--- src/core/prom_tap_pkg.sv ---
`default_nettype none
package prom_tap_pkg;

  // ==========================================================
  // Register widths
  // ==========================================================
  localparam int unsigned IR_WIDTH  = 8;
  localparam int unsigned ID_WIDTH  = 32;
  localparam int unsigned BSR_WIDTH = 8;

  // ==========================================================
  // Instruction capture pattern fields
  // ==========================================================
  localparam int unsigned CAP_STATUS_BIT   = 4;
  localparam int unsigned CAP_SECURITY_BIT = 3;
  localparam logic [7:0]  CAP_FIXED        = 8'h01;
  localparam logic [7:0]  IR_RESET_VALUE   = 8'hFE;

  // ==========================================================
  // Instruction codes
  // ==========================================================
  localparam logic [7:0] OP_EXTEST   = 8'h00;
  localparam logic [7:0] OP_SAMPLE   = 8'h01;
  localparam logic [7:0] OP_CLAMP    = 8'hFA;
  localparam logic [7:0] OP_HIGHZ    = 8'hFC;
  localparam logic [7:0] OP_USERCODE = 8'hFD;
  localparam logic [7:0] OP_IDCODE   = 8'hFE;
  localparam logic [7:0] OP_BYPASS   = 8'hFF;
  localparam logic [7:0] OP_TRIGGER  = 8'hEE;

  // ==========================================================
  // Identity and user code values
  // ==========================================================
  // Arbitrary neutral value, bit 0 is forced to 1 anyway
  localparam logic [31:0] ID_CODE_DEFAULT = 32'h1234_5671;
  localparam logic [31:0] USER_CODE_BLANK = 32'hFFFF_FFFF;

  // ==========================================================
  // Timing
  // ==========================================================
  localparam int unsigned CLK_PERIOD_NS   = 50;
  localparam int unsigned TRIG_MIN_NS     = 300;
  localparam int unsigned TRIG_MAX_NS     = 500;
  localparam int unsigned TRIG_MIN_CYC    =
    (TRIG_MIN_NS + CLK_PERIOD_NS - 1) / CLK_PERIOD_NS;
  localparam int unsigned TRIG_MAX_CYC    = TRIG_MAX_NS / CLK_PERIOD_NS;
  // One cycle of margin above the least width, still below the most
  localparam int unsigned TRIG_PULSE_CYC  = TRIG_MIN_CYC + 1;

  // ==========================================================
  // TAP controller states
  // ==========================================================
  typedef enum logic [3:0] {
    ST_RESET, ST_IDLE,
    ST_SEL_DR, ST_CAP_DR, ST_SH_DR, ST_EX1_DR, ST_PA_DR, ST_EX2_DR,
    ST_UPD_DR,
    ST_SEL_IR, ST_CAP_IR, ST_SH_IR, ST_EX1_IR, ST_PA_IR, ST_EX2_IR,
    ST_UPD_IR
  } tap_state_t;

endpackage
`default_nettype wire

--- src/core/prom_tap.sv ---
`timescale 1ns/1ps
`default_nettype none
module prom_tap #(
  parameter logic [31:0] ID_CODE = prom_tap_pkg::ID_CODE_DEFAULT,
  parameter int unsigned BSR_LEN = prom_tap_pkg::BSR_WIDTH
) (
  input  wire logic               sys_clk,
  input  wire logic               rst_n,
  input  wire logic               ce,
  input  wire logic               tck,
  input  wire logic               tms,
  input  wire logic               tdi,
  output var  logic               tdo,
  output var  logic               tdo_oe,
  input  wire logic               in_system_programming,
  input  wire logic               security_set,
  input  wire logic               full_erase_done,
  input  wire logic               user_code_loaded,
  input  wire logic [31:0]        user_code_in,
  input  wire logic               ext_dr_sel,
  input  wire logic               ext_dr_is_read,
  input  wire logic               ext_dr_tdo,
  input  wire logic               prog_reset_req,
  input  wire logic [BSR_LEN-1:0] pin_capture,
  output var  logic [7:0]         instruction,
  output var  logic               dr_capture,
  output var  logic               dr_shift,
  output var  logic               dr_update,
  output var  logic               shift_bit,
  output var  logic               read_inhibit,
  output var  logic               security_flag,
  output var  logic [BSR_LEN-1:0] pin_drive,
  output var  logic               pins_from_bsr,
  output var  logic               pins_hiz,
  output var  logic               config_trigger_n,
  output var  logic               oe_reset_out,
  output var  logic               oe_reset_oe
);

  // ==========================================================
  // Pin synchronisation and clock edges
  // ==========================================================
  logic [2:0] pins_sync;
  logic       tck_s;
  logic       tms_s;
  logic       tdi_s;
  logic       tck_prev_reg;
  logic       tck_rise;
  logic       tck_fall;

  pin_sync #(
    .WIDTH (3)
  ) u_sync (
    .sys_clk  (sys_clk),
    .rst_n    (rst_n),
    .ce       (ce),
    .async_in ({tck, tms, tdi}),
    .sync_out (pins_sync)
  );

  assign tck_s    = pins_sync[2];
  assign tms_s    = pins_sync[1];
  assign tdi_s    = pins_sync[0];
  assign tck_rise = tck_s & ~tck_prev_reg;
  assign tck_fall = ~tck_s & tck_prev_reg;

  always_ff @(posedge sys_clk or negedge rst_n)
  begin
    if (!rst_n)
      tck_prev_reg <= 1'b0;
    else if (ce)
      tck_prev_reg <= tck_s;
  end

  // ==========================================================
  // TAP controller
  // ==========================================================
  prom_tap_pkg::tap_state_t state_reg;
  prom_tap_pkg::tap_state_t state_next;

  function automatic prom_tap_pkg::tap_state_t tap_step(
    input prom_tap_pkg::tap_state_t s,
    input logic                     m
  );
    case (s)
      prom_tap_pkg::ST_RESET:
        tap_step = m ? prom_tap_pkg::ST_RESET : prom_tap_pkg::ST_IDLE;
      prom_tap_pkg::ST_IDLE:
        tap_step = m ? prom_tap_pkg::ST_SEL_DR : prom_tap_pkg::ST_IDLE;
      prom_tap_pkg::ST_SEL_DR:
        tap_step = m ? prom_tap_pkg::ST_SEL_IR : prom_tap_pkg::ST_CAP_DR;
      prom_tap_pkg::ST_CAP_DR,
      prom_tap_pkg::ST_SH_DR:
        tap_step = m ? prom_tap_pkg::ST_EX1_DR : prom_tap_pkg::ST_SH_DR;
      prom_tap_pkg::ST_EX1_DR:
        tap_step = m ? prom_tap_pkg::ST_UPD_DR : prom_tap_pkg::ST_PA_DR;
      prom_tap_pkg::ST_PA_DR:
        tap_step = m ? prom_tap_pkg::ST_EX2_DR : prom_tap_pkg::ST_PA_DR;
      prom_tap_pkg::ST_EX2_DR:
        tap_step = m ? prom_tap_pkg::ST_UPD_DR : prom_tap_pkg::ST_SH_DR;
      prom_tap_pkg::ST_SEL_IR:
        tap_step = m ? prom_tap_pkg::ST_RESET : prom_tap_pkg::ST_CAP_IR;
      prom_tap_pkg::ST_CAP_IR,
      prom_tap_pkg::ST_SH_IR:
        tap_step = m ? prom_tap_pkg::ST_EX1_IR : prom_tap_pkg::ST_SH_IR;
      prom_tap_pkg::ST_EX1_IR:
        tap_step = m ? prom_tap_pkg::ST_UPD_IR : prom_tap_pkg::ST_PA_IR;
      prom_tap_pkg::ST_PA_IR:
        tap_step = m ? prom_tap_pkg::ST_EX2_IR : prom_tap_pkg::ST_PA_IR;
      prom_tap_pkg::ST_EX2_IR:
        tap_step = m ? prom_tap_pkg::ST_UPD_IR : prom_tap_pkg::ST_SH_IR;
      prom_tap_pkg::ST_UPD_DR,
      prom_tap_pkg::ST_UPD_IR:
        tap_step = m ? prom_tap_pkg::ST_SEL_DR : prom_tap_pkg::ST_IDLE;
      default:
        tap_step = prom_tap_pkg::ST_RESET;
    endcase
  endfunction

  assign state_next = tap_step(state_reg, tms_s);

  always_ff @(posedge sys_clk or negedge rst_n)
  begin
    if (!rst_n)
      state_reg <= prom_tap_pkg::ST_RESET;
    else if (ce && tck_rise)
      state_reg <= state_next;
  end

  // ==========================================================
  // Instruction register
  // ==========================================================
  logic [7:0] ir_shift_reg;
  logic [7:0] capture_pattern;

  always_comb
  begin
    capture_pattern = prom_tap_pkg::CAP_FIXED;
    capture_pattern[prom_tap_pkg::CAP_STATUS_BIT] =
      in_system_programming;
    capture_pattern[prom_tap_pkg::CAP_SECURITY_BIT] = security_flag;
  end

  always_ff @(posedge sys_clk or negedge rst_n)
  begin
    if (!rst_n)
      ir_shift_reg <= '0;
    else if (ce && tck_rise)
    begin
      if (state_reg == prom_tap_pkg::ST_CAP_IR)
        ir_shift_reg <= capture_pattern;
      else if (state_reg == prom_tap_pkg::ST_SH_IR)
        ir_shift_reg <= {tdi_s, ir_shift_reg[7:1]};
    end
  end

  always_ff @(posedge sys_clk or negedge rst_n)
  begin
    if (!rst_n)
      instruction <= prom_tap_pkg::IR_RESET_VALUE;
    else if (ce && tck_rise)
    begin
      if (state_reg == prom_tap_pkg::ST_RESET)
        instruction <= prom_tap_pkg::IR_RESET_VALUE;
      else if (state_reg == prom_tap_pkg::ST_UPD_IR)
        instruction <= ir_shift_reg;
    end
  end

  // ==========================================================
  // Instruction decode
  // ==========================================================
  logic op_extest;
  logic op_sample;
  logic op_clamp;
  logic op_highz;
  logic op_idcode;
  logic op_usercode;
  logic op_bsr;

  assign op_extest   = instruction == prom_tap_pkg::OP_EXTEST;
  assign op_sample   = instruction == prom_tap_pkg::OP_SAMPLE;
  assign op_clamp    = instruction == prom_tap_pkg::OP_CLAMP;
  assign op_highz    = instruction == prom_tap_pkg::OP_HIGHZ;
  assign op_idcode   = instruction == prom_tap_pkg::OP_IDCODE;
  assign op_usercode = instruction == prom_tap_pkg::OP_USERCODE;
  assign op_bsr      = op_extest | op_sample;

  // ==========================================================
  // Read security
  // ==========================================================
  always_ff @(posedge sys_clk or negedge rst_n)
  begin
    if (!rst_n)
      security_flag <= 1'b0;
    else if (ce)
    begin
      if (security_set)
        security_flag <= 1'b1;
      else if (full_erase_done)
        security_flag <= 1'b0;
    end
  end

  assign read_inhibit = security_flag & ext_dr_is_read;

  // ==========================================================
  // Data registers
  // ==========================================================
  logic               bypass_reg;
  logic [31:0]        id_shift_reg;
  logic [BSR_LEN-1:0] bsr_shift_reg;
  logic               dr_ext;
  logic               dr_id;

  assign dr_ext = ext_dr_sel & ~op_bsr & ~op_idcode & ~op_usercode;
  assign dr_id  = op_idcode | op_usercode;

  always_ff @(posedge sys_clk or negedge rst_n)
  begin
    if (!rst_n)
    begin
      bypass_reg   <= 1'b0;
      id_shift_reg <= '0;
    end
    else if (ce && tck_rise)
    begin
      if (state_reg == prom_tap_pkg::ST_CAP_DR)
      begin
        bypass_reg <= 1'b0;
        if (op_idcode)
          id_shift_reg <= {ID_CODE[31:1], 1'b1};
        else if (user_code_loaded)
          id_shift_reg <= user_code_in;
        else
          id_shift_reg <= prom_tap_pkg::USER_CODE_BLANK;
      end
      else if (state_reg == prom_tap_pkg::ST_SH_DR)
      begin
        bypass_reg   <= tdi_s;
        id_shift_reg <= {tdi_s, id_shift_reg[31:1]};
      end
    end
  end

  always_ff @(posedge sys_clk or negedge rst_n)
  begin
    if (!rst_n)
    begin
      bsr_shift_reg <= '0;
      pin_drive     <= '0;
    end
    else if (ce && tck_rise && op_bsr)
    begin
      if (state_reg == prom_tap_pkg::ST_CAP_DR)
        bsr_shift_reg <= pin_capture;
      else if (state_reg == prom_tap_pkg::ST_SH_DR)
        bsr_shift_reg <= {tdi_s, bsr_shift_reg[BSR_LEN-1:1]};
      else if (state_reg == prom_tap_pkg::ST_UPD_DR)
        pin_drive <= bsr_shift_reg;
    end
  end

  // Strobes to the programming engine, one system cycle each
  always_ff @(posedge sys_clk or negedge rst_n)
  begin
    if (!rst_n)
    begin
      dr_capture <= 1'b0;
      dr_shift   <= 1'b0;
      dr_update  <= 1'b0;
      shift_bit  <= 1'b0;
    end
    else if (ce)
    begin
      dr_capture <= tck_rise & dr_ext &
                    (state_reg == prom_tap_pkg::ST_CAP_DR);
      dr_shift   <= tck_rise & dr_ext &
                    (state_reg == prom_tap_pkg::ST_SH_DR);
      dr_update  <= tck_rise & dr_ext &
                    (state_reg == prom_tap_pkg::ST_UPD_DR);
      if (tck_rise && state_reg == prom_tap_pkg::ST_SH_DR)
        shift_bit <= tdi_s;
    end
  end

  // ==========================================================
  // Test data output, changes on the falling test clock
  // ==========================================================
  logic dr_out_bit;

  always_comb
  begin
    if (op_bsr)
      dr_out_bit = bsr_shift_reg[0];
    else if (dr_id)
      dr_out_bit = id_shift_reg[0];
    else if (dr_ext)
      dr_out_bit = ext_dr_tdo & ~read_inhibit;
    else
      dr_out_bit = bypass_reg;
  end

  always_ff @(posedge sys_clk or negedge rst_n)
  begin
    if (!rst_n)
    begin
      tdo    <= 1'b1;
      tdo_oe <= 1'b0;
    end
    else if (ce && tck_fall)
    begin
      tdo_oe <= (state_reg == prom_tap_pkg::ST_SH_IR) ||
                (state_reg == prom_tap_pkg::ST_SH_DR);
      if (state_reg == prom_tap_pkg::ST_SH_IR)
        tdo <= ir_shift_reg[0];
      else if (state_reg == prom_tap_pkg::ST_SH_DR)
        tdo <= dr_out_bit;
      else
        tdo <= 1'b1;
    end
  end

  // ==========================================================
  // Output pin control
  // ==========================================================
  always_ff @(posedge sys_clk or negedge rst_n)
  begin
    if (!rst_n)
    begin
      pins_from_bsr <= 1'b0;
      pins_hiz      <= 1'b0;
    end
    else if (ce)
    begin
      pins_from_bsr <= op_extest | op_clamp;
      pins_hiz      <= op_highz |
                       (in_system_programming & ~op_clamp);
    end
  end

  // Open-drain output-enable/reset line
  assign oe_reset_out = 1'b0;

  always_ff @(posedge sys_clk or negedge rst_n)
  begin
    if (!rst_n)
      oe_reset_oe <= 1'b0;
    else if (ce)
      oe_reset_oe <= prog_reset_req;
  end

  // ==========================================================
  // Configuration trigger pulse
  // ==========================================================
  localparam int unsigned TRIG_W = $clog2(prom_tap_pkg::TRIG_PULSE_CYC + 1);
  localparam logic [TRIG_W-1:0] TRIG_LOAD =
    TRIG_W'(prom_tap_pkg::TRIG_PULSE_CYC);

  logic [TRIG_W-1:0] trig_cnt_reg;

  always_ff @(posedge sys_clk or negedge rst_n)
  begin
    if (!rst_n)
      trig_cnt_reg <= '0;
    else if (ce)
    begin
      if (tck_rise && state_reg == prom_tap_pkg::ST_UPD_IR &&
          ir_shift_reg == prom_tap_pkg::OP_TRIGGER)
        trig_cnt_reg <= TRIG_LOAD;
      else if (trig_cnt_reg != '0)
        trig_cnt_reg <= trig_cnt_reg - 1'b1;
    end
  end

  always_ff @(posedge sys_clk or negedge rst_n)
  begin
    if (!rst_n)
      config_trigger_n <= 1'b1;
    else if (ce)
      config_trigger_n <= (trig_cnt_reg == '0);
  end

endmodule
`default_nettype wire

--- src/core/pin_sync.sv ---
`timescale 1ns/1ps
`default_nettype none
module pin_sync #(
  parameter int unsigned WIDTH = 3
) (
  input  wire logic             sys_clk,
  input  wire logic             rst_n,
  input  wire logic             ce,
  input  wire logic [WIDTH-1:0] async_in,
  output var  logic [WIDTH-1:0] sync_out
);

  logic [WIDTH-1:0] meta_reg;

  // ==========================================================
  // Two-stage synchroniser
  // ==========================================================
  always_ff @(posedge sys_clk or negedge rst_n)
  begin
    if (!rst_n)
    begin
      meta_reg <= '0;
      sync_out <= '0;
    end
    else if (ce)
    begin
      meta_reg <= async_in;
      sync_out <= meta_reg;
    end
  end

endmodule
`default_nettype wire

--- config.mk ---
export PLATFORM = sky130hd
export DESIGN_NAME = prom_tap
export DESIGN_NICKNAME = d
export VERILOG_FILES = /design/src/core/prom_tap_pkg.sv /design/src/core/prom_tap.sv /design/src/core/pin_sync.sv
export SDC_FILE = /design/constraint.sdc
export NUM_CORES = 1
export LEC_CHECK = 0
export ABC_AREA = 1
export BUFFER_PORTS_ARGS = -buffer_cell sky130_fd_sc_hd__buf_2
export CORE_MARGIN = 2
export CORE_UTILIZATION = 35
export CTS_CLUSTER_SIZE = 30
export DETAILED_ROUTE_END_ITERATION = 12
export PLACE_DENSITY = 0.66
export SLEW_MARGIN = 30
export SYNTH_ARGS = -nofsm -noshare
export SYNTH_HDL_FRONTEND = slang
export SYNTH_SLANG_ARGS = --single-unit
--- constraint.sdc ---
create_clock -name sys_clk -period 1.5 [get_ports sys_clk]
set_clock_uncertainty 0.05 [all_clocks]
set_input_delay 0.15 -clock sys_clk [delete_from_list [all_inputs] [get_ports sys_clk]]
set_output_delay 0.15 -clock sys_clk [all_outputs]
set_load 0.02 [all_outputs]
==> flow_results.org, run 1 <==
** Floorplan
- Measured along the y axis, the die boundary spans 118 um.
- Die footprint :: 13900 um^2
- The initialized floorplan defines 41 standard-cell rows.
- The region available for standard cell placement spans 12700 um^2.
- Width of the die :: 118 um
- Number of top-level design ports :: 83
- Once the floorplan was initialized, standard cells occupied 35.9% of the core.

** Drt
- Top Metal Used :: met4
- The final layout contains routed wiring with a total length of 13800 um.
- Starting DRT DRC Count :: 356
- The count of nets left with antenna violations once routing finished came out at 0.
- Sum of met2 wire segment lengths after detailed routing :: 6670 um
- For this block, wires on met1 add up to 6210 um.
- In the detailed route, the total length drawn on met3 is 574 um.
- For this run, design rule violations remaining after detail routing come to 0.
- Vias :: 4600
- In the routed layout, each cell is associated on average with a via count of 5.04.
- 1st-pass router iterations :: 5
- In the final routed layout, each cell accounts on average for 15.2 um.

** GRT
- The first global-routing pass estimated 20700 um of wire.
- The number of antenna violations at the first check in global routing is 0.
- Largest net degree at the start of global routing :: 52
- Number of global-route vias before repair :: 4168
- Global routing usage summed across all routing layers :: 18.5%
- Total congestion overflow after global routing :: 0

** Job
- Max-cap violations in this run came to 0.

** STA
- On the final layout, the worst hold slack is 0.0399 ns.
- Final hold violations :: 0
- In the finished design, the share of the clock period the worst path needs comes to 107%.
- Number of failing setup endpoints in the final timing report :: 46
- After layout, the worst setup slack is -0.111 ns.
- Unrepaired setup endpoints after global routing :: true
- Final critical delay including setup and external delays :: 1.61 ns
- Summed negative setup slack over all endpoints :: -2.93 ns
- Based on the critical path, the design can be clocked at up to 621 MHz.
- Final-report max-slew violation count :: 0

** Logic synthesis
- Most used standard cells in the synthesized netlist :: sky130_fd_sc_hd__nand2_1, sky130_fd_sc_hd__nor2_1, sky130_fd_sc_hd__dfrtp_1, sky130_fd_sc_hd__inv_1, sky130_fd_sc_hd__o21ai_0
- Mapped Avg Cell Area :: 7.71 um^2
- Register bit total from synthesis :: 90
- Count of flip-flops with a built-in enable after synthesis :: 0
- sky130_fd_sc_hd__dfrtp_1 takes more of the synthesized area than any other cell.
- Post-synth design cell area :: 4540 um^2
- Yosys mapped the design onto 30 distinct sky130hd cell types.
- Portion of synthesized cell area occupied by the leading cell type :: 44.6%
- Of the synthesized area, sequential elements account for 49.8%.
- In the synthesized netlist the dominant register cell turns out to be sky130_fd_sc_hd__dfrtp_1.
- Total number of yosys warnings :: 0
- Top cells by area, synth :: sky130_fd_sc_hd__dfrtp_1, sky130_fd_sc_hd__nand2_1, sky130_fd_sc_hd__nor2_1, sky130_fd_sc_hd__o21ai_0, sky130_fd_sc_hd__dfstp_2
- The number of nets handed over by synthesis was 645.
- Most common cell in the synthesized netlist :: sky130_fd_sc_hd__nand2_1
- Synthesis produced a netlist whose cell count is 589.
- Of all flip-flops after synthesis, the portion carrying an async set or reset was 100%.

** Final layout
- Fraction of final layout cells with drive strength greater than 1 :: 39.1%
- Compared with the post-synthesis result, the final layout area differs by 50.5%.
- The register with the most flip-flops in the layout has 32 of them.
- The repair_antennas step left the layout with diodes totalling 0.
- After routing the design area is 6840 um^2.
- Utilization after layout :: 54.0%
- Total area of sequential cells :: 2260 um^2
- The filler cells instantiated in the layout total 1137.
- Area occupied by multi-input gates :: 2360 um^2
- NumNets Final :: 792

** Setup path
- Among all stages on the critical path, the largest delay is contributed by sky130_fd_sc_hd__dfstp_2.
- Nature of the critical path startpoint :: flip-flop
- Family with the most delay on the worst path :: flip-flops
- Endpoint arrival time on the critical path :: 1.79 ns
- Cell Chain, Critical Path :: buf_6, nand2_4, nor2_4, nand3_4, bufbuf_16, nand2_1, a31oi_1
- The critical path is of the reg -> reg type.
- The critical path contains buffers and inverters numbering 2 combined.
- Crit-path max cell delay :: 0.54 ns
- The worst setup path is captured at a flip-flop.
- Of all nets on the critical path, the largest fanout is 8.
- Data on the critical path is required at its endpoint by 1.68 ns.

** Place
- GP Congestion :: 0.853
- Number of input and output port buffers inserted :: 81
- Post-detailed-placement half-perimeter wirelength :: 8600 um
- Dpl cell area :: 5530 um^2
- Place WS :: -0.121 ns

** Clock tree
- The later pin in the worst-skew pair is clocked with a latency of 0.35 ns.
- Clock transition at the registers of the reported paths :: 0.07 ns
- CTS H-Tree Depth :: 3
- For this design, the sink count on the clock tree is 90.
- CTS tree :: done
- Largest buffer count on any clock path :: 2
- CTS Buf Count :: 9
- Root buffer selected by CTS :: sky130_fd_sc_hd__clkbuf_16

** Power
- Peak supply drop :: 0.784 mV
- Total power density per cell area :: 1670 nW/um^2
- Leakage power of the design :: 0.00334 uW

** Run status
- The final reports fail on setup timing.
- Run status :: finished with violations

** Min path
- Class of the worst hold path :: in -> reg
-- power by group --
group	total (uW)	internal [uW]	switching (uW)
Sequential	3710	3180	532
Clock	2490	1540	942
Combinational	5210	2440	2780
Total	11400	7160	4250
-- worst paths after layout --
| path | endpoint | depth (start not counted) | start | slack, ns |
|---|---|---|---|---|
| worst min register to register | tdo$_DFFE_PN1P_ | 2 | tdo$_DFFE_PN1P_ | 0.42 |
| max in group asynchronous | instruction[2]$_DFFE_PN1P_ | 3 | rst_n | 0.59 |
| worst max-delay path | id_shift_reg[23]$_DFFE_PN0P_ | 7 | instruction[5]$_DFFE_PN1P_ | -0.11 |
| worst max register to register | id_shift_reg[23]$_DFFE_PN0P_ | 7 | instruction[5]$_DFFE_PN1P_ | -0.11 |
| worst min-delay path | tck_prev_reg$_DFFE_PN0P_ | 3 | ce | 0.04 |
| min in group asynchronous | trig_cnt_reg[1]$_DFFE_PN0P_ | 2 | rst_n | 0.18 |
-- worst register-to-register path: stages, from the launching register on --
cell                        delay (ns)
sky130_fd_sc_hd__dfstp_2          0.54
sky130_fd_sc_hd__buf_6            0.10
sky130_fd_sc_hd__nand2_4          0.05
sky130_fd_sc_hd__nor2_4           0.15
sky130_fd_sc_hd__nand3_4          0.16
sky130_fd_sc_hd__bufbuf_16        0.31
sky130_fd_sc_hd__nand2_1          0.06
sky130_fd_sc_hd__a31oi_1          0.09
-- stage by stage --
stage          instances  total power, uW
3_3_place_gp         864             7050
6_report             912            11400
4_1_cts              897            10600
3_5_place_dp         864             7160
5_1_grt              912            12000
2_1_floorplan        589             5760
-- layout by cell type, fill, tap and decap left out, types with 8 or more instances in the layout --
cell | Yosys | routed
sky130_fd_sc_hd__a21oi_1 | 17 | 9
sky130_fd_sc_hd__a21oi_2 | 0 | 8
sky130_fd_sc_hd__a22oi_2 | 0 | 8
sky130_fd_sc_hd__a31oi_1 | 15 | 13
sky130_fd_sc_hd__buf_12 | 0 | 13
sky130_fd_sc_hd__buf_2 | 7 | 80
sky130_fd_sc_hd__buf_4 | 5 | 51
sky130_fd_sc_hd__clkbuf_16 | 0 | 15
sky130_fd_sc_hd__dfrtp_1 | 81 | 80
sky130_fd_sc_hd__dfstp_2 | 9 | 9
sky130_fd_sc_hd__inv_1 | 60 | 54
sky130_fd_sc_hd__nand2_1 | 135 | 107
sky130_fd_sc_hd__nand2_2 | 3 | 22
sky130_fd_sc_hd__nand2_4 | 0 | 8
sky130_fd_sc_hd__nand3_1 | 28 | 17
sky130_fd_sc_hd__nand3_2 | 1 | 9
sky130_fd_sc_hd__nor2_1 | 104 | 87
sky130_fd_sc_hd__nor2_4 | 0 | 16
sky130_fd_sc_hd__o211ai_1 | 15 | 15
sky130_fd_sc_hd__o21ai_0 | 50 | 18
sky130_fd_sc_hd__o21ai_1 | 4 | 24
sky130_fd_sc_hd__o21ai_2 | 0 | 12
-- repair_timing --
action	4_1_cts	5_1_grt
cloned	4	7
hold buffers	6	0
resized for setup	38	129
setup endpoints to repair	61	76
setup buffers	8	10
hold endpoints to repair	74	0
pin swaps	1	24
-- metal layers --
layer	up-vias	GRT usage, %
met1	2219	25.5
met2	131	28.6
li1	2216	-
met4	0	8.36
met3	34	2.96
met5	-	0
-- final cells by class --
type / count / share of cell area (%)
multi-input combinational: 406 / 34.5
sequential: 90 / 33.1
timing repair buffer: 165 / 20.9
clock buffer: 13 / 3.81
inverter: 64 / 3.70
tap: 172 / 3.15
clock inverter: 2 / 0.878
-- cell families after synthesis --
family | Yosys count | share of synthesized area, %
AO/OA/AOI/OAI | 119 | 15.6
adder cells (fa/ha/maj) | 2 | 0.551
buffers and inverters | 94 | 8.87
flip-flops | 90 | 49.8
other | 1 | 0.0825
AND/OR/NAND/NOR | 283 | 25.1
Note: power is estimated with default switching activity, not from simulation.
==> run 2, diff against run 1 <==
--- a/config.mk
+++ b/config.mk
@@ -11,7 +11,7 @@
 export CORE_UTILIZATION = 35
 export CTS_CLUSTER_SIZE = 30
 export DETAILED_ROUTE_END_ITERATION = 12
-export PLACE_DENSITY = 0.66
+export PLACE_DENSITY = 0.64
 export SLEW_MARGIN = 30
 export SYNTH_ARGS = -nofsm -noshare
 export SYNTH_HDL_FRONTEND = slang
==> constraint.sdc (replaced) <==
create_clock -name sys_clk -period 2.1 [get_ports sys_clk]
set_clock_uncertainty 0.05 [all_clocks]
set_input_delay 0.21 -clock sys_clk [delete_from_list [all_inputs] [get_ports sys_clk]]
set_output_delay 0.21 -clock sys_clk [all_outputs]
set_load 0.02 [all_outputs]
==> run 2 against run 1 <==
  * The run now ends clean
  * Sequential cell count stayed put
  * Sequential share of layout area grew 8.2 points
  * Die area is the same
  * Via count shrank 11%
  * Register-to-register slack better by 0.42 ns
  * Largest cell class is now registers
  * Largest power group is now sequential cells
  * Highest routed layer unchanged
==> flow_results.org, run 2 (synthesized netlist as in run 1, its figures left out) <==
** Run status
- Run status :: complete, no violations

** Job
- Reported max-cap violation count :: 0

** Clock tree
- In this run, post-CTS repair resized a total of 0 instances.
- CTS tree :: done
- In this run the deepest clock path goes through 2 buffers.
- Clock sinks :: 90
- Hold-fix buffer count after cts :: 1
- The tree is rooted in a sky130_fd_sc_hd__clkbuf_16.
- The H-tree was split into 3 levels.
- CTS Buf Count :: 9
- Post-CTS Repair Setup Buffers :: 0
- Clock transition at the registers of the reported paths :: 0.07 ns
- Skew-Pair Late Insertion Delay :: 0.35 ns

** STA
- Of the available clock period, the critical path in the final layout requires 85.2%.
- Final critical delay including setup and external delays :: 1.79 ns
- Number of failing setup endpoints in the final timing report :: 0
- The number of pins exceeding their max-slew limit in the final report is 0.
- Based on the critical path, the design can be clocked at up to 559 MHz.
- Smallest hold slack :: 0.0225 ns
- Unrepaired setup endpoints after global routing :: false
- After routing, the total negative slack on setup checks comes to 0 ns.
- At the pin with the least slew margin, the transition time is 0.584 ns.
- Measured against its own limit, the worst slew margin works out to 60.9%.
- Final hold violations :: 0

** Floorplan
- Number of top-level design ports :: 83
- Std-Cell Core Area :: 12700 um^2
- Measured along the y axis, the die boundary spans 118 um.
- The floorplan has 41 rows.
- Width of the die :: 118 um
- For this configuration, the core starts out at a cell density of 35.9%.
- The die covers 13900 um^2.

** Final layout
- From synthesis to final layout, the design area changed by 20.6%.
- Fraction of final layout cells with drive strength greater than 1 :: 19.7%
- NumNets Final :: 720
- The top cell types in the final layout, fill and taps aside, are sky130_fd_sc_hd__nand2_1, sky130_fd_sc_hd__nor2_1, sky130_fd_sc_hd__dfrtp_1.
- Number of flip-flops under the largest register name :: 32
- Area occupied by multi-input gates :: 1880 um^2
- The library cell used most frequently in the layout, excluding fill and tap cells, is sky130_fd_sc_hd__nand2_1.
- Total area of sequential cells :: 2260 um^2
- Antenna diode count :: 0
- Fillers :: 1275

** Place
- Detailed placement ended at an HPWL of 8150 um.
- The count of buffers added on input and output ports is 81.
- The congestion estimate from routability-driven global placement came to 0.893.

** Setup path
- Nature of the critical path startpoint :: flip-flop
- At the worst endpoint, the arrival time is 2.00 ns.
- Beginning of the worst register-to-register path :: state_reg[0]$_DFFE_PN0P_
- Required @ worst endpoint :: 2.31 ns
- The critical path is of the reg -> reg type.
- Register-to-Register Setup Slack :: 0.31 ns
- Reg2Reg Depth :: 6
- Critical R2R Capture :: id_shift_reg[2]$_DFFE_PN0P_
- Along the worst path, the maximum fanout reaches 28.
- STA classifies the critical path endpoint as a flip-flop.

** Drt
- The first detailed-routing pass took 5 iterations.
- The routed layout has 4101 vias.
- Number of routed nets with antenna violations :: 0
- Dividing the detail-routed via count by the number of cells gives 4.88.
- WL per Instance :: 13.5 um
- DRC viols :: 0
- Sum of routed wire length over all layers :: 11300 um
- The first routing iteration left 294 violations.

** GRT
- The number of antenna violations at the first check in global routing was 0.
- The first global-routing pass estimated 19200 um of wire.
- Global routing consumed, over all layers together, 17.1% of the routing resources.
- For this run the aggregate overflow at the end of global routing stands at 0.
- Largest net degree at the start of global routing :: 56
- Number of global-route vias before repair :: 3891

** Power
- Peak supply drop :: 0.404 mV
- In this run the power density over the cells is 1200 nW/um^2.
- The analysis attributes to cell leakage a power of 0.00279 uW.

** Min path
- In this run the most critical hold path is launched from prog_reset_req.
- The worst hold path terminates at oe_reset_oe$_DFFE_PN0P_.
- Along the worst hold path, the cell count comes to 3.
- Class of the worst hold path :: in -> reg
-- run 2: layer usage --
metal  global-route usage (%)  wire, um
met1                     23.6      5510
met2                     26.4      5250
met3                     4.55       516
met4                     4.89        76
met5                        0         0
-- run 2: worst max-delay path by stage --
stage	slack, ns	endpoint	from	depth (start not counted)
2_1_floorplan	0.45	id_shift_reg[11]$_DFFE_PN0P_	instruction[5]$_DFFE_PN1P_	6
3_3_place_gp	0.34	id_shift_reg[16]$_DFFE_PN0P_	state_reg[0]$_DFFE_PN0P_	6
3_5_place_dp	0.35	id_shift_reg[8]$_DFFE_PN0P_	instruction[5]$_DFFE_PN1P_	6
4_1_cts	0.31	id_shift_reg[2]$_DFFE_PN0P_	state_reg[0]$_DFFE_PN0P_	6
5_1_grt	0.16	id_shift_reg[2]$_DFFE_PN0P_	u_sync.sync_out[2]$_DFFE_PN0P_	7
6_report	0.31	id_shift_reg[2]$_DFFE_PN0P_	state_reg[0]$_DFFE_PN0P_	6
-- run 2: power breakdown --
part,internal (uW),total [uW],switching [uW]
registers,2270,2620,358
logic,715,2060,1340
clock network,1180,1890,710
total,4160,6570,2410
-- run 2: final cells by class --
type	count	share of cell area, %
inverter	64	4.38
sequential	90	41.3
timing repair buffer	94	9.73
tap	172	3.93
multi-input combinational	405	34.3
clock inverter	7	2.28
clock buffer	9	4.11
-- run 2: critical path: stages (launching register included) --
cell and delay, ns:
sky130_fd_sc_hd__dfrtp_1 0.47, sky130_fd_sc_hd__nor2_2 0.26, sky130_fd_sc_hd__nand2_2 0.18, sky130_fd_sc_hd__a21oi_4 0.22
sky130_fd_sc_hd__buf_4 0.30, sky130_fd_sc_hd__nor2_1 0.06, sky130_fd_sc_hd__a31oi_1 0.16
-- run 2: metrics by stage --
step                area (um^2)  std cells  power (uW)  utilization (%)  setup slack [ns]
global placement           5120        824        4650             40.4             0.339
CTS                        5480        841        6610             43.2             0.315
finish                     5480        841        6570             43.2             0.311
floorplan                  4540        589        4070                -             0.449
global route               5480        841        7050             43.2             0.157
detailed placement         5120        824        4690             40.4             0.350
